### src/dpm_pkg.sv
/*
 * package for the dual port I/O mux: register offsets, field positions,
 * reset values and mode enumeration.
 * assumes a 32-bit Avalon-MM slave, one register per aligned word.
 */
package dpm_pkg;
  localparam logic [4:0] OFF_C_PINS = 5'h00;
  localparam logic [4:0] OFF_C_LATCH = 5'h04;
  localparam logic [4:0] OFF_C_DIR = 5'h08;
  localparam logic [4:0] OFF_D_PINS = 5'h0c;
  localparam logic [4:0] OFF_D_LATCH = 5'h10;
  localparam logic [4:0] OFF_D_DIR = 5'h14;
  localparam logic [4:0] OFF_SLAVE_CTL = 5'h18;
  localparam logic [4:0] OFF_MEM_CTL = 5'h1c;
  localparam logic [7:0] DIR_RESET = 8'hff;
  localparam logic [7:0] CTL_RESET = 8'h00;
  localparam logic [31:0] UNMAPPED_DATA = 32'h0000_0000;
  // slave port control fields
  localparam int SP_IN_FULL = 7;
  localparam int SP_OUT_FULL = 6;
  localparam int SP_IN_OVF = 5;
  localparam int SP_MODE = 4;
  // memory bus control fields
  localparam int MB_DISABLE = 7;
  localparam int MB_WAIT_HI = 5;
  localparam int MB_WAIT_LO = 4;
  localparam int MB_WM_HI = 1;
  localparam int MB_WM_LO = 0;
  localparam logic [7:0] MEM_CTL_MASK = 8'hb3;
  localparam logic [7:0] SP_CTL_WMASK = 8'h10;
  typedef enum logic [1:0] {
    DPM_MODE_GPIO,
    DPM_MODE_SYSBUS,
    DPM_MODE_SLAVE
  } dpm_mode_t;
endpackage

### src/dpm_pad_if.sv
/*
 * interface carrying one 8-bit port's pad control between core and pad mux.
 * assumes both ends run on sys_clk.
 */
`timescale 1ns/1ps
interface dpm_pad_if;
  logic [7:0] dir;
  logic [7:0] latch;
  logic [7:0] alt_oe;
  logic [7:0] alt_out;
  logic [7:0] alt_sel;
  logic [7:0] pad_out;
  logic [7:0] pad_oe;
  modport core (output dir, output latch, output alt_oe, output alt_out, output alt_sel,
    input pad_out, input pad_oe);
  modport mux (input dir, input latch, input alt_oe, input alt_out, input alt_sel,
    output pad_out, output pad_oe);
endinterface

### src/dpm_pad_mux.sv
/*
 * pad mux for one 8-bit port: direction/latch or an overriding owner.
 * assumes override selects are stable per cycle; purely combinational.
 */
`timescale 1ns/1ps
module dpm_pad_mux (
  dpm_pad_if.mux pad
);
  // ************************************************
  // per-bit driver selection
  // ************************************************
  always_comb begin
    for (int i = 0; i < 8; i++) begin
      if (pad.alt_sel[i]) begin
        pad.pad_oe[i] = pad.alt_oe[i];
        pad.pad_out[i] = pad.alt_out[i];
      end else begin
        pad.pad_oe[i] = ~pad.dir[i];
        pad.pad_out[i] = pad.latch[i];
      end
    end
  end
endmodule

### src/dpm_top.sv
/*
 * dual port I/O mux: port C with peripheral overrides, port D shared with
 * the external address/data bus and the parallel slave port.
 * assumes synchronous pin inputs and an Avalon-MM master on sys_clk.
 */
// Overview of operation
// - direction one makes the pin an input
// - direction zero drives the latch onto pin
// - latch reads return stored latch value
// - every reset sets all direction bits
// - latch keeps value across every reset
// - peripherals may force port C direction
// - overrides never change stored direction bits
// - channel 2 on C bit1 when select=1
// - C0 oscillator/timer clock, C2 channel 1
// - C3 serial clock, C4 serial data in
// - C5 serial out, C6/C7 serial unit
// - port D I/O with slave mode off and bus disabled or not active
// - active, enabled memory bus owns port D pins unless slave mode is on
// - slave mode makes port D parallel port
// - port D thresholds follow the mode
// - slave control flags bits 7..4, low zero
`timescale 1ns/1ps
module dpm_top
  import dpm_pkg::*;
(
  input wire logic sys_clk,
  input wire logic rst_b,
  input wire logic [4:0] avs_address,
  input wire logic avs_read,
  input wire logic avs_write,
  input wire logic [31:0] avs_writedata,
  output logic [31:0] avs_readdata,
  output logic avs_waitrequest,
  input wire logic [7:0] port_c_in,
  output logic [7:0] port_c_out,
  output logic [7:0] port_c_oe,
  input wire logic [7:0] port_d_in,
  output logic [7:0] port_d_out,
  output logic [7:0] port_d_oe,
  output logic port_d_ttl_sel,
  input wire logic compare2_pin_select,
  input wire logic [7:0] periph_c_en,
  input wire logic [7:0] periph_c_oe,
  input wire logic [7:0] periph_c_out,
  output logic compare_capture_ch2_in,
  input wire logic ext_mem_active,
  input wire logic ext_bus_oe,
  input wire logic [7:0] ext_bus_out,
  input wire logic slave_cs_b,
  input wire logic slave_rd_b,
  input wire logic slave_wr_b,
  output logic [7:0] slave_in_data,
  input wire logic slave_in_taken,
  input wire logic [7:0] slave_out_data,
  input wire logic slave_out_load
);
  import dpm_pkg::*;

  logic [7:0] c_latch_reg;
  logic [7:0] c_dir_reg;
  logic [7:0] d_latch_reg;
  logic [7:0] d_dir_reg;
  logic [7:0] mem_ctl_reg;
  logic sp_mode_reg;
  logic sp_in_full_reg;
  logic sp_out_full_reg;
  logic sp_in_ovf_reg;
  logic [7:0] sp_in_reg;
  logic [7:0] sp_out_reg;
  logic [7:0] sp_ctl_rd;
  logic rd_pend_reg;
  logic ext_wr_prev_reg;
  logic ext_rd_prev_reg;
  logic ext_wr;
  logic ext_rd;
  logic ext_wr_end;
  logic ext_rd_end;
  logic [31:0] rdata_next;
  dpm_mode_t d_mode;

  dpm_pad_if pad_c ();
  dpm_pad_if pad_d ();

  function automatic logic hit(input logic [4:0] addr, input logic [4:0] off);
    hit = (addr == off);
  endfunction

  function automatic logic [31:0] word8(input logic [7:0] v);
    word8 = {24'h00_0000, v};
  endfunction

  // ************************************************
  // Avalon-MM slave: one wait cycle on reads
  // ************************************************
  // reads register the data first so readdata comes from a flop
  assign avs_waitrequest = avs_read & ~rd_pend_reg;

  always_ff @(posedge sys_clk or negedge rst_b) begin
    if (!rst_b) begin
      rd_pend_reg <= 1'b0;
    end else begin
      rd_pend_reg <= avs_read & ~rd_pend_reg;
    end
  end

  always_comb begin
    rdata_next = UNMAPPED_DATA;
    case (avs_address)
      OFF_C_PINS: rdata_next = word8(port_c_in);
      OFF_C_LATCH: rdata_next = word8(c_latch_reg);
      OFF_C_DIR: rdata_next = word8(c_dir_reg);
      OFF_D_PINS: rdata_next = word8(port_d_in);
      OFF_D_LATCH: rdata_next = word8(d_latch_reg);
      OFF_D_DIR: rdata_next = word8(d_dir_reg);
      OFF_SLAVE_CTL: rdata_next = word8(sp_ctl_rd);
      OFF_MEM_CTL: rdata_next = word8(mem_ctl_reg);
      default: rdata_next = UNMAPPED_DATA;
    endcase
  end

  always_ff @(posedge sys_clk or negedge rst_b) begin
    if (!rst_b) begin
      avs_readdata <= 32'h0000_0000;
    end else if (avs_read && !rd_pend_reg) begin
      avs_readdata <= rdata_next;
    end
  end

  // ************************************************
  // direction registers
  // ************************************************
  always_ff @(posedge sys_clk or negedge rst_b) begin
    if (!rst_b) begin
      c_dir_reg <= DIR_RESET;
      d_dir_reg <= DIR_RESET;
    end else if (avs_write) begin
      if (hit(avs_address, OFF_C_DIR)) begin
        c_dir_reg <= avs_writedata[7:0];
      end
      if (hit(avs_address, OFF_D_DIR)) begin
        d_dir_reg <= avs_writedata[7:0];
      end
    end
  end

  // ************************************************
  // output latches
  // ************************************************
  // no reset: contents survive every reset, unknown after power-up
  always_ff @(posedge sys_clk) begin
    if (avs_write && (hit(avs_address, OFF_C_PINS) || hit(avs_address, OFF_C_LATCH))) begin
      c_latch_reg <= avs_writedata[7:0];
    end
    if (avs_write && (hit(avs_address, OFF_D_PINS) || hit(avs_address, OFF_D_LATCH))) begin
      d_latch_reg <= avs_writedata[7:0];
    end
  end

  // ************************************************
  // memory bus control
  // ************************************************
  always_ff @(posedge sys_clk or negedge rst_b) begin
    if (!rst_b) begin
      mem_ctl_reg <= CTL_RESET;
    end else if (avs_write && hit(avs_address, OFF_MEM_CTL)) begin
      mem_ctl_reg <= avs_writedata[7:0] & MEM_CTL_MASK;
    end
  end

  // ************************************************
  // port D ownership
  // ************************************************
  always_comb begin
    if (sp_mode_reg) begin
      d_mode = DPM_MODE_SLAVE;
    end else if (!mem_ctl_reg[MB_DISABLE] && ext_mem_active) begin
      d_mode = DPM_MODE_SYSBUS;
    end else begin
      d_mode = DPM_MODE_GPIO;
    end
  end

  // port C is always Schmitt; only port D switches thresholds
  assign port_d_ttl_sel = (d_mode != DPM_MODE_GPIO);

  // ************************************************
  // parallel slave port
  // ************************************************
  assign ext_wr = ~slave_cs_b & ~slave_wr_b;
  assign ext_rd = ~slave_cs_b & ~slave_rd_b;
  assign ext_wr_end = ext_wr_prev_reg & ~ext_wr;
  assign ext_rd_end = ext_rd_prev_reg & ~ext_rd;
  assign slave_in_data = sp_in_reg;
  assign sp_ctl_rd = {sp_in_full_reg, sp_out_full_reg, sp_in_ovf_reg, sp_mode_reg, 4'h0};

  always_ff @(posedge sys_clk or negedge rst_b) begin
    if (!rst_b) begin
      ext_wr_prev_reg <= 1'b0;
      ext_rd_prev_reg <= 1'b0;
      sp_in_reg <= 8'h00;
      sp_out_reg <= 8'h00;
    end else begin
      ext_wr_prev_reg <= ext_wr & sp_mode_reg;
      ext_rd_prev_reg <= ext_rd & sp_mode_reg;
      if (sp_mode_reg && ext_wr) begin
        sp_in_reg <= port_d_in;
      end
      if (slave_out_load) begin
        sp_out_reg <= slave_out_data;
      end
    end
  end

  // hardware sets win over software clears
  always_ff @(posedge sys_clk or negedge rst_b) begin
    if (!rst_b) begin
      sp_mode_reg <= 1'b0;
      sp_in_full_reg <= 1'b0;
      sp_out_full_reg <= 1'b0;
      sp_in_ovf_reg <= 1'b0;
    end else begin
      if (avs_write && hit(avs_address, OFF_SLAVE_CTL)) begin
        sp_mode_reg <= avs_writedata[SP_MODE];
        if (!avs_writedata[SP_IN_OVF]) begin
          sp_in_ovf_reg <= 1'b0;
        end
      end
      if (ext_wr_end) begin
        sp_in_full_reg <= 1'b1;
        if (sp_in_full_reg) begin
          sp_in_ovf_reg <= 1'b1;
        end
      end else if (slave_in_taken) begin
        sp_in_full_reg <= 1'b0;
      end
      if (slave_out_load) begin
        sp_out_full_reg <= 1'b1;
      end else if (ext_rd_end) begin
        sp_out_full_reg <= 1'b0;
      end
    end
  end

  // ************************************************
  // pad control
  // ************************************************
  assign pad_c.dir = c_dir_reg;
  assign pad_c.latch = c_latch_reg;
  assign pad_c.alt_sel = periph_c_en;
  assign pad_c.alt_oe = periph_c_oe;
  assign pad_c.alt_out = periph_c_out;
  // channel 2 appears on C bit 1 only with the select at its default one
  assign compare_capture_ch2_in = compare2_pin_select & port_c_in[1];

  assign pad_d.dir = d_dir_reg;
  assign pad_d.latch = d_latch_reg;
  assign pad_d.alt_sel = (d_mode == DPM_MODE_GPIO) ? 8'h00 : 8'hff;
  assign pad_d.alt_oe = (d_mode == DPM_MODE_SLAVE) ? {8{ext_rd}} : {8{ext_bus_oe}};
  assign pad_d.alt_out = (d_mode == DPM_MODE_SLAVE) ? sp_out_reg : ext_bus_out;

  dpm_pad_mux u_mux_c (
    .pad(pad_c)
  );

  dpm_pad_mux u_mux_d (
    .pad(pad_d)
  );

  assign port_c_out = pad_c.pad_out;
  assign port_c_oe = pad_c.pad_oe;
  assign port_d_out = pad_d.pad_out;
  assign port_d_oe = pad_d.pad_oe;

  // ************************************************
  // checks
  // ************************************************
  dir_reset_val_a: assert property (@(posedge sys_clk) $rose(rst_b) |->
    (c_dir_reg == DIR_RESET) && (d_dir_reg == DIR_RESET))
    else $error("direction not all ones after reset");
  input_hiz_a: assert property (@(posedge sys_clk) disable iff (!rst_b)
    (!periph_c_en[0] && c_dir_reg[0]) |-> !port_c_oe[0])
    else $error("input pin driven");
  output_drive_a: assert property (@(posedge sys_clk) disable iff (!rst_b)
    (!periph_c_en[3] && !c_dir_reg[3]) |-> port_c_oe[3] && port_c_out[3] == c_latch_reg[3])
    else $error("output pin not latch");
  latch_read_a: assert property (@(posedge sys_clk) disable iff (!rst_b)
    (avs_read && !rd_pend_reg && avs_address == OFF_C_LATCH) |=>
    avs_readdata[7:0] == $past(c_latch_reg))
    else $error("latch read wrong");
  pin_write_a: assert property (@(posedge sys_clk) disable iff (!rst_b)
    (avs_write && avs_address == OFF_D_PINS) |=> d_latch_reg == $past(avs_writedata[7:0]))
    else $error("pin write missed latch");
  override_keep_a: assert property (@(posedge sys_clk) disable iff (!rst_b)
    (!avs_write && periph_c_en != 8'h00) |=> $stable(c_dir_reg))
    else $error("override changed direction");
  ttl_mode_a: assert property (@(posedge sys_clk) disable iff (!rst_b)
    sp_mode_reg |-> port_d_ttl_sel)
    else $error("slave mode not ttl");
  ctl_low_zero_a: assert property (@(posedge sys_clk) disable iff (!rst_b)
    (avs_read && !rd_pend_reg && avs_address == OFF_SLAVE_CTL) |=> avs_readdata[3:0] == 4'h0)
    else $error("control low bits not zero");
  bus_owns_a: assert property (@(posedge sys_clk) disable iff (!rst_b)
    (!sp_mode_reg && !mem_ctl_reg[MB_DISABLE] && ext_mem_active) |->
    port_d_out == ext_bus_out)
    else $error("bus does not own port d");
  read_wait_a: assert property (@(posedge sys_clk) disable iff (!rst_b)
    (avs_read && !rd_pend_reg) |-> avs_waitrequest ##1 !avs_waitrequest)
    else $error("read wait cycle wrong");
  write_no_wait_a: assert property (@(posedge sys_clk) disable iff (!rst_b)
    avs_write |-> !avs_waitrequest)
    else $error("write stalled");
  mem_ctl_mask_a: assert property (@(posedge sys_clk) disable iff (!rst_b)
    (mem_ctl_reg & ~MEM_CTL_MASK) == 8'h00)
    else $error("reserved memory control bit set");
  gpio_owns_d_a: assert property (@(posedge sys_clk) disable iff (!rst_b)
    (!sp_mode_reg && mem_ctl_reg[MB_DISABLE]) |->
    !port_d_ttl_sel && port_d_oe == ~d_dir_reg)
    else $error("port d not gpio with bus disabled");
  slave_drive_a: assert property (@(posedge sys_clk) disable iff (!rst_b)
    (sp_mode_reg && ext_rd) |-> port_d_oe == 8'hff && port_d_out == sp_out_reg)
    else $error("slave read not driving");
  slave_idle_a: assert property (@(posedge sys_clk) disable iff (!rst_b)
    (sp_mode_reg && !ext_rd) |-> port_d_oe == 8'h00)
    else $error("slave port drives without read");
  slave_capture_a: assert property (@(posedge sys_clk) disable iff (!rst_b)
    (sp_mode_reg && ext_wr) |=> sp_in_reg == $past(port_d_in))
    else $error("slave write not captured");
  in_full_set_a: assert property (@(posedge sys_clk) disable iff (!rst_b)
    ext_wr_end |=> sp_in_full_reg)
    else $error("input full not set");
  overflow_set_a: assert property (@(posedge sys_clk) disable iff (!rst_b)
    (ext_wr_end && sp_in_full_reg) |=> sp_in_ovf_reg)
    else $error("overflow not flagged");
  out_full_set_a: assert property (@(posedge sys_clk) disable iff (!rst_b)
    slave_out_load |=> sp_out_full_reg)
    else $error("output full not set");
  override_drive_a: assert property (@(posedge sys_clk) disable iff (!rst_b)
    periph_c_en[5] |-> port_c_oe[5] == periph_c_oe[5] && port_c_out[5] == periph_c_out[5])
    else $error("override not on pin");
endmodule

### config.mk
export PLATFORM = sky130hd
export DESIGN_NAME = dpm_top
export DESIGN_NICKNAME = d
export VERILOG_FILES = /design/src/dpm_pkg.sv /design/src/dpm_pad_if.sv /design/src/dpm_pad_mux.sv /design/src/dpm_top.sv
export SDC_FILE = /design/constraint.sdc
export NUM_CORES = 1
export LEC_CHECK = 0
export BUFFER_PORTS_ARGS = -buffer_cell sky130_fd_sc_hd__buf_2
export CORE_MARGIN = 4
export CORE_UTILIZATION = 30
export CTS_BUF_LIST = sky130_fd_sc_hd__clkbuf_8
export DETAILED_ROUTE_END_ITERATION = 16
export GPL_TIMING_DRIVEN = 1
export MAX_ROUTING_LAYER = met4
export PLACE_DENSITY = 0.62
export SYNTH_ARGS = -nofsm -noshare
export SYNTH_HDL_FRONTEND = slang
export SYNTH_SLANG_ARGS = --single-unit
### constraint.sdc
create_clock -name sys_clk -period 4.2 [get_ports sys_clk]
set_input_delay 1.05 -clock sys_clk [delete_from_list [all_inputs] [get_ports sys_clk]]
set_output_delay 1.05 -clock sys_clk [all_outputs]
set_load 0.03 [all_outputs]
==> flow_summary.json, run 1 <==
{
  "worst_ep_arrival_time_ns": 2.68,
  "hp-class": "flip-flop to flip-flop",
  "grt_overflow": 0,
  "yosysSeqAreaShare_pct": 50.8,
  "p_int_mw": 1.29,
  "finalSetupViolations": 0,
  "ys_ff_latch": 68,
  "coreArea_sq_mm": 0.0115,
  "rows": 39,
  "dieArea_sq_mm": 0.0136,
  "dr.pass1.iters": 4,
  "switchingPower_mw": 0.741,
  "synth_edf_count": 16,
  "cp-start-kind": "input port",
  "cts_resized": 0,
  "clkSlewWorstSetupHoldPaths_ns": 0.07,
  "grt_max_degree": 34,
  "ios": 180,
  "crit_type": "input port to primary output",
  "wl_um": 10100,
  "drv_cap": 0,
  "required_ns": 3.15,
  "tightest_slew_ns": 0.985,
  "synth.distinct_cells": 39,
  "antenna_found_initial": 0,
  "p_total_mw": 2.03,
  "synth_area_per_cell_sq_um": 11.6,
  "grt_pass1_vias": 2847,
  "slew-limit-headroom_pct": 34.1,
  "fill_cells": 1161,
  "fmax_mhz": 268,
  "status": "completed",
  "clockBufferDepth": 2,
  "synth_top_family_by_area": "multiplexers",
  "yosysWarnings": 0,
  "pwr-share-clk_pct": 26.1,
  "cts_hold_buf": 0,
  "nets": 542,
  "combinationalPowerShare_pct": 31.4,
  "synthAdderAreaFrac_pct": 0,
  "synth_mux_area_share_pct": 22.5,
  "final_cell_mix": "131 x buf_2, 53 x mux2_2, 39 x o21ai_0, 36 x dfrtp_1, 27 x nand2_1",
  "worst_clock_skew_ns": 0.00500,
  "antenna_cells": 0,
  "initialDrtViolationCount": 103,
  "pwr-share-seq_pct": 42.5,
  "register_area_sq_mm": 0.00180,
  "ir_worst_vdd_v": 0.000197,
  "dieHeight_um": 117,
  "final_max_slew_viol_count": 0,
  "clkLatencyLatePin_ns": 0.35,
  "syn_area_sq_mm": 0.00355,
  "area_growth_pct": 25.1,
  "num_vias": 2821,
  "multi_input_area_sq_mm": 0.00158,
  "cts_root_buffer": "clkbuf_8",
  "grt_use_total_pct": 15.6,
  "synth-simple-area-share_pct": 8.35,
  "clkSinkCount": 68,
  "cp-end-kind": "primary output",
  "synthFlopType": "dfrtp_1",
  "ant_nets": 0,
  "syn_inst": 307,
  "mostFrequentLayoutCell": "buf_2",
  "gp_congestion": 0.834,
  "cts_setup_buffers": 0,
  "drive_above_1_share_pct": 49.8,
  "post_drt_wl_per_cell_um": 17.3,
  "hold_viol_final": 0,
  "htreeDepth": 3,
  "power.density_mw_per_mm2": 457,
  "drc": 0,
  "die_w_um": 117,
  "vias_per_cell": 4.82,
  "portBuffers": 131,
  "p_leak_nw": 2.03,
  "min_period_ns": 3.73,
  "cts_buffers": 9,
  "finalCritPeriodShare_pct": 88.8,
  "swShare_pct": 36.6,
  "grt_pass1_wl_um": 15500,
  "finalSetupTns_ns": 0,
  "cts_tree": "done",
  "rsz0062_at_grt": "false",
  "initial_utilization_pct": 30.8,
  "synth-xor-area-share_pct": 0,
  "ys_async_sr_fraction_pct": 76.5,
  "critPathMaxFanout": 17,
  "post-dp-hpwl_um": 7970,
  "synth-compound-area-share_pct": 11.1
}
-- cells in the mapped netlist, types with 4 or more instances --
master	instances	area, sq um
inv_1	4	15.0
mux2i_1	18	180
nand2_1	27	101
dfstp_2	16	420
o21ai_0	39	195
nor3_1	7	35.0
dfrtp_1	36	901
nor2_1	7	26.3
a221oi_1	5	43.8
a21oi_1	4	20.0
mux2_2	53	597
clkbuf_1	7	26.3
buf_4	24	180
buf_2	5	25.0
edfxtp_1	16	480
-- final cells by class --
class	instances	share of cell area (%)
tap	143	4.03
clock inverter	7	1.52
sequential	68	40.6
multi-input combinational	220	35.6
clock buffer	9	2.79
timing repair buffer	133	15.1
inverter	5	0.423
-- final timing paths --
kind	from	end	slack, ns	cells past startpoint
worst max-delay path	ext_mem_active	port_d_oe[1]	0.47	7
worst min register to register	avs_readdata[3]$_DFFE_PN0P_	avs_readdata[3]$_DFFE_PN0P_	0.48	2
max in group asynchronous	rst_b	d_dir_reg[4]$_DFFE_PN1P_	2.68	2
worst max register to register	sp_mode_reg$_DFFE_PN0P_	slave_in_data[2]$_DFFE_PN0P_	1.95	3
worst min-delay path	avs_readdata[3]$_DFFE_PN0P_	avs_readdata[3]$_DFFE_PN0P_	0.48	2
min in group asynchronous	rst_b	slave_in_data[3]$_DFFE_PN0P_	0.68	1
-- cells by family after synthesis --
kind of cell           Yosys count
AOI/OAI and AO/OA               65
muxes                           72
DFF                             68
buffers and inverters           42
and+or+nand+nor                 59
other                            1
-- routing by layer --
layer  up-vias  track usage [%]  part of all wire [%]
li1       1334                -                     -
met1      1360             20.4                    43
met2       111             24.7                    49
met3        16             2.52                   5.5
met4         0             5.81                   1.8
met5         -                -                     0
-- critical path, stage by stage --
cell,delay [ns]
buf_2,0.10
a21oi_1,0.13
buf_4,0.24
clkinv_1,0.27
o21ai_0,0.41
o21ai_0,0.24
buf_2,0.24
-- stage by stage --
step / setup WS (ns) / utilization, % / hold slack (ns) / area (sq um) / std cells
2_1_floorplan: 0.550 / - / 0.450 / 3640 / 330
3_3_place_gp: 0.555 / 36.9 / 0.462 / 4250 / 569
3_5_place_dp: 0.450 / 36.9 / 0.466 / 4250 / 569
4_1_cts: 0.425 / 38.6 / 0.483 / 4440 / 585
5_1_grt: 0.247 / 38.6 / 0.512 / 4440 / 585
6_report: 0.470 / 38.6 / 0.479 / 4440 / 585
-- power by group through the flow --
stage	sequential (mW)	combinational (mW)	clock, mW
finish	0.862	0.637	0.529
global route	0.877	0.686	0.581
CTS	0.863	0.645	0.547
detailed placement	0.876	0.643	0
global placement	0.872	0.635	0
floorplan	0.928	0.386	0
No activity file was read; power rests on OpenSTA's default activity.
==> inputs of run 2 (changes only) <==
--- a/config.mk
+++ b/config.mk
@@ -12,7 +12,7 @@
 export DETAILED_ROUTE_END_ITERATION = 16
 export GPL_TIMING_DRIVEN = 1
 export MAX_ROUTING_LAYER = met4
-export PLACE_DENSITY = 0.62
+export PLACE_DENSITY = 0.64
 export SYNTH_ARGS = -nofsm -noshare
 export SYNTH_HDL_FRONTEND = slang
 export SYNTH_SLANG_ARGS = --single-unit
==> constraint.sdc (replaced) <==
create_clock -name sys_clk -period 3.1 [get_ports sys_clk]
set_input_delay 0.775 -clock sys_clk [delete_from_list [all_inputs] [get_ports sys_clk]]
set_output_delay 0.775 -clock sys_clk [all_outputs]
set_load 0.03 [all_outputs]
==> run 2 against run 1 <==
  * First-iteration DRC count down 25%
  * Setup slack worse by 0.060 ns
  * Global-route usage down 0.14 points
  * Largest cell class unchanged
  * Combinational power up 37%
  * Critical path depth down 2
==> flow_summary.json, run 2 (same netlist as run 1, synthesis figures left out) <==
{
  "fin_util_pct": 38.8,
  "drv_cap": 0,
  "p_leak_nw": 2.07,
  "startpoint": "sp_mode_reg$_DFFE_PN0P_",
  "final_max_slew_viol_count": 0,
  "mostFrequentLayoutCell": "buf_2",
  "ios": 180,
  "rsz0062_at_grt": "false",
  "worst_clock_skew_ns": 0.0117,
  "crit_chain": "nand2b_1 > nor2_1 > o21ai_1 > o21ai_0 > buf_2",
  "rows": 39,
  "grt_pass1_wl_um": 15400,
  "grt_use_total_pct": 15.5,
  "grt_pass1_vias": 2865,
  "portBuffers": 131,
  "grt_overflow": 0,
  "nets": 546,
  "switchingPower_mw": 0.986,
  "clockBufferDepth": 2,
  "htreeDepth": 3,
  "hp-class": "flip-flop to flip-flop",
  "required_ns": 2.32,
  "clkLatencyLatePin_ns": 0.35,
  "status": "completed",
  "crit_end": "port_d_oe[3]",
  "swShare_pct": 35.9,
  "cts_root_buffer": "clkbuf_8",
  "grt_max_degree": 34,
  "pwr-share-seq_pct": 42.5,
  "cts_buffers": 9,
  "gp_congestion": 0.847,
  "critPathMaxFanout": 8,
  "r2r-start": "sp_mode_reg$_DFFE_PN0P_",
  "finalCritPeriodShare_pct": 86.8,
  "pwr-share-clk_pct": 25.7,
  "final_cell_mix": "131 x buf_2, 53 x mux2_2, 38 x o21ai_0, 36 x dfrtp_1, 27 x nand2_1",
  "reg2reg_slack_ns": 1.59,
  "antenna_cells": 0,
  "cts_tree": "done",
  "dr.pass1.iters": 6,
  "cp-start-kind": "flip-flop",
  "crit_type": "flip-flop to primary output",
  "r2r_cells": 4,
  "hp-start": "avs_readdata[0]$_DFFE_PN0P_",
  "clkSinkCount": 68,
  "worst_path_max_delay_cell": "dfrtp_1",
  "worst_ep_arrival_time_ns": 1.91,
  "vias_per_cell": 4.78,
  "power.density_mw_per_mm2": 613,
  "die_w_um": 117,
  "antenna_found_initial": 0,
  "min_period_ns": 2.69,
  "critPathMaxStageDelay_ns": 0.52,
  "num_vias": 2818,
  "cp_top_family": "compound AO/OA/AOI/OAI gates",
  "ant_nets": 0,
  "cts_hold_buf": 0,
  "fmax_mhz": 372,
  "post-dp-hpwl_um": 8060,
  "area_growth_pct": 26.0,
  "finalSetupTns_ns": 0,
  "drc": 0,
  "slew-limit-headroom_pct": 44.5,
  "post_drt_wl_per_cell_um": 17.3,
  "combinationalPowerShare_pct": 31.9,
  "r2r-end": "slave_in_data[3]$_DFFE_PN0P_",
  "drive_above_1_share_pct": 50.0,
  "hold_viol_final": 0,
  "hold_depth": 2,
  "cp-end-kind": "primary output",
  "holdWs_ns": 0.476,
  "critPathBufInv": 1,
  "p_int_mw": 1.76,
  "clkSlewWorstSetupHoldPaths_ns": 0.08,
  "initial_utilization_pct": 30.8,
  "cts_setup_buffers": 0,
  "dieHeight_um": 117,
  "fill_cells": 1164,
  "ir_worst_vdd_v": 0.000269,
  "tightest_slew_ns": 0.832,
  "initialDrtViolationCount": 77,
  "wl_um": 10200,
  "finalSetupViolations": 0,
  "dieArea_sq_mm": 0.0136,
  "cp.depth": 5,
  "coreArea_sq_mm": 0.0115
}
-- run 2: cell count changes in the layout (fill, tap and decap cells not counted) --
cell	change
buf_4	+4
clkbuf_8	+4
clkinvlp_4	-2
inv_1	+2
bufinv_16	-1
clkinv_1	-1
clkinv_2	-1
clkinv_4	-1
o21ai_0	-1
o21ai_1	+1
-- run 2: worst min-delay path by stage --
stage                                              end  slack, ns
after floorplan            sp_out_full_reg$_DFFE_PN0P_       0.45
after global placement     avs_readdata[0]$_DFFE_PN0P_       0.46
after detailed placement   avs_readdata[0]$_DFFE_PN0P_       0.46
after CTS                  avs_readdata[0]$_DFFE_PN0P_       0.48
after global routing      slave_in_data[1]$_DFFE_PN0P_       0.52
final                      avs_readdata[0]$_DFFE_PN0P_       0.48
-- run 2: metal layers --
layer	wire length, um	vias to the layer above	GRT usage (%)
met5	0	-	-
met4	132	0	4.59
met3	537	13	3.14
met2	4890	105	24.4
met1	4620	1356	20.4
li1	-	1344	-
-- run 2: repair_timing --
action | 4_1_cts | 5_1_grt
resized for setup | 0 | 1
setup endpoints to repair | 0 | 8
endpoints found under the hold margin | 0 | 0
-- run 2: cell type report --
cell class,count,area [sq um],area share (%)
Clock buffer,13,179,4.00
Clock inverter,3,12.5,0.280
Multi-Input combinational cell,220,1580,35.3
Inverter,5,18.8,0.420
Sequential cell,68,1800,40.3
Tap cell,143,179,4.00
Timing Repair Buffer,137,701,15.7
-- run 2: worst reg2reg max path, stage by stage, from the launching register on --
cell	delay (ns)
dfrtp_1	0.58
nand2b_1	0.13
nor2_1	0.14
buf_4	0.20
mux2_2	0.35
-- run 2: power by group through the flow --
stage                     Combinational (mW)  Sequential, mW  Clock, mW
after floorplan                        0.523            1.26          0
after global placement                 0.868            1.18          0
after detailed placement               0.881            1.18          0
after CTS                              0.883            1.17      0.726
after global routing                   0.946            1.19      0.758
final                                  0.874            1.16      0.704
-- run 2: stage by stage --
stage                     instances  cell area (sq um)  power [mW]  setup WS (ns)
after floorplan                 330               3640        1.78       0.000363
after global placement          573               4280        2.05          0.120
after detailed placement        573               4280        2.07          0.147
after CTS                       589               4470        2.78         0.0616
after global routing            589               4470        2.89         0.0892
final                           589               4470        2.74          0.410
==> inputs of run 3 (changes only) <==
--- a/config.mk
+++ b/config.mk
@@ -13,6 +13,7 @@
 export GPL_TIMING_DRIVEN = 1
 export MAX_ROUTING_LAYER = met4
 export PLACE_DENSITY = 0.64
+export RECOVER_POWER = 25
 export SYNTH_ARGS = -nofsm -noshare
 export SYNTH_HDL_FRONTEND = slang
 export SYNTH_SLANG_ARGS = --single-unit
==> run 3 against run 2 <==
  * The flow now finishes with violations (max-capacitance violations, max-slew violations)
  * Cell count is the same
  * Non-clock buffer count is the same
  * Register-to-register slack is essentially flat
  * Utilization decreased by 0.12 points
  * Fmax rose by 0.14%
  * Via count is 0.11% lower
  * Clock skew fell by 0.0013 ns
  * Clock-buffer cell count unchanged
  * Setup slack gained 0.0037 ns
  * Wire length rose by 0.24%
  * Critical path depth unchanged
  * Die area unchanged
==> flow_summary.json, run 3 (same netlist as run 1, synthesis figures left out) <==
{
  "status": "finished, violations left",
  "violations": "max-capacitance violations, max-slew violations",
  "coreArea_sq_mm": 0.0115,
  "initial_utilization_pct": 30.8,
  "cts_tree": "done",
  "top_layer_used": "met4",
  "fmax_mhz": 372,
  "post_drt_wl_per_cell_um": 17.3,
  "grt_max_degree": 34,
  "worst_path_max_delay_cell": "dfrtp_1",
  "critPathMaxStageDelay_ns": 0.52,
  "post-dp-hpwl_um": 8060,
  "grt_use_total_pct": 15.5,
  "ant_nets": 0,
  "rows": 39,
  "portBuffers": 131,
  "crit_type": "flip-flop to primary output",
  "initialDrtViolationCount": 77,
  "r2r_cells": 4,
  "holdWs_ns": 0.475,
  "tightest_slew_ns": 1.96,
  "cts_hold_buf": 0,
  "startpoint": "sp_mode_reg$_DFFE_PN0P_",
  "wl_um": 10200,
  "required_ns": 2.32,
  "final_max_slew_viol_count": 34,
  "antenna_cells": 0,
  "nets": 546,
  "rsz0062_at_grt": "false",
  "clockBufferDepth": 2,
  "crit_chain": "nand2b_1 > nor2_1 > o21ai_1 > o21ai_0 > buf_2",
  "hp-start": "avs_readdata[0]$_DFFE_PN0P_",
  "dp.cells": 573,
  "cp-start-kind": "flip-flop",
  "r2r-start": "sp_mode_reg$_DFFE_PN0P_",
  "antenna_found_initial": 0,
  "wl_met3_um": 568,
  "reg2reg_slack_ns": 1.60,
  "clkLatencyLatePin_ns": 0.35,
  "critPathBufInv": 1,
  "mostFrequentLayoutCell": "buf_2",
  "cp_top_family": "compound AO/OA/AOI/OAI gates",
  "htreeDepth": 3,
  "fin_util_pct": 38.7,
  "drv_cap": 1,
  "wl_met1_um": 4600,
  "hold_viol_final": 0,
  "power.density_mw_per_mm2": 615,
  "r2r-end": "slave_in_data[3]$_DFFE_PN0P_",
  "finalCritPeriodShare_pct": 86.7,
  "grt_pass1_wl_um": 15400,
  "final_cell_mix": "120 x buf_2, 53 x mux2_2, 38 x o21ai_0, 36 x dfrtp_1, 27 x nand2_1",
  "finalSetupTns_ns": 0,
  "cp-end-kind": "primary output",
  "fin_cells": 589,
  "drive_above_1_share_pct": 47.5,
  "worst_slack_ns": 0.414,
  "drc": 0,
  "clkSinkCount": 68,
  "vias_per_cell": 4.78,
  "grt_overflow": 0,
  "wl_met2_um": 4890,
  "cts_buffers": 9,
  "slew-limit-headroom_pct": -30.4,
  "cts_root_buffer": "clkbuf_8",
  "gp_congestion": 0.847,
  "p_leak_nw": 2.04,
  "ir_worst_vdd_v": 0.000269,
  "worst_ep_arrival_time_ns": 1.91,
  "dieArea_sq_mm": 0.0136,
  "dr.pass1.iters": 6,
  "grt_pass1_vias": 2865,
  "finalSetupViolations": 0,
  "critPathMaxFanout": 8,
  "clkSlewWorstSetupHoldPaths_ns": 0.08,
  "dieHeight_um": 117,
  "num_vias": 2815,
  "worst_clock_skew_ns": 0.0104,
  "hold_end": "avs_readdata[0]$_DFFE_PN0P_",
  "die_w_um": 117,
  "area_growth_pct": 25.6,
  "hold_depth": 2,
  "min_period_ns": 2.69,
  "place_ws_ns": 0.147,
  "ios": 180,
  "hp-class": "flip-flop to flip-flop"
}
run 3: cell types whose count changed in the layout (fill, tap and decap cells not counted):
cell | before | now
buf_2 | 131 | 120
clkbuf_1 | 0 | 11
run 3: worst min-delay path, delay by kind of cell, from the launching register on:
family	cells	cell delay, ns
flops	1	0.35
simple gates	2	0.10
run 3: how the worst max path moves through the flow:
stage,to,cells after the start
after CTS,port_d_oe[3],5
after global routing,port_d_oe[4],5
after detailed placement,port_d_oe[5],6
after floorplan,port_d_oe[0],3
after global placement,port_d_oe[5],6
final,port_d_oe[3],5
run 3: per-stage QoR:
step           instance area, sq um  total power [mW]
2_1_floorplan                  3640              1.78
3_3_place_gp                   4280              2.05
3_5_place_dp                   4280              2.07
5_1_grt                        4460              2.89
6_report                       4460              2.74
4_1_cts                        4470              2.78
run 3: area by class of cell:
type / count / area, sq um
fillers: 1171 / 7060
repair buffers: 137 / 687
flip-flops and latches: 68 / 1800
clock buffers: 13 / 179
clock inverters: 3 / 12.5
well taps: 143 / 179
multi-input cells: 220 / 1580
inverters: 5 / 18.8
run 3: repair_timing:
action | 4_1_cts | 5_1_grt
resized for setup | 0 | 1
setup endpoints to repair | 0 | 8
setup buffers | 0 | 0
endpoints found under the hold margin | 0 | 0
run 3: layer usage:
metal	vias to the layer above	global-route usage, %
li1	1344	-
met1	1350	20.4
met2	108	24.4
met3	13	3.14
met4	0	4.59
met5	-	-
run 3: report_power, final:
group | leakage, nW | total [mW] | internal [mW] | switching [mW]
Combinational | 1.17 | 0.872 | 0.306 | 0.566
Sequential | 0.762 | 1.17 | 1.08 | 0.0872
Clock | 0.108 | 0.703 | 0.372 | 0.331
Total | 2.04 | 2.74 | 1.76 | 0.985
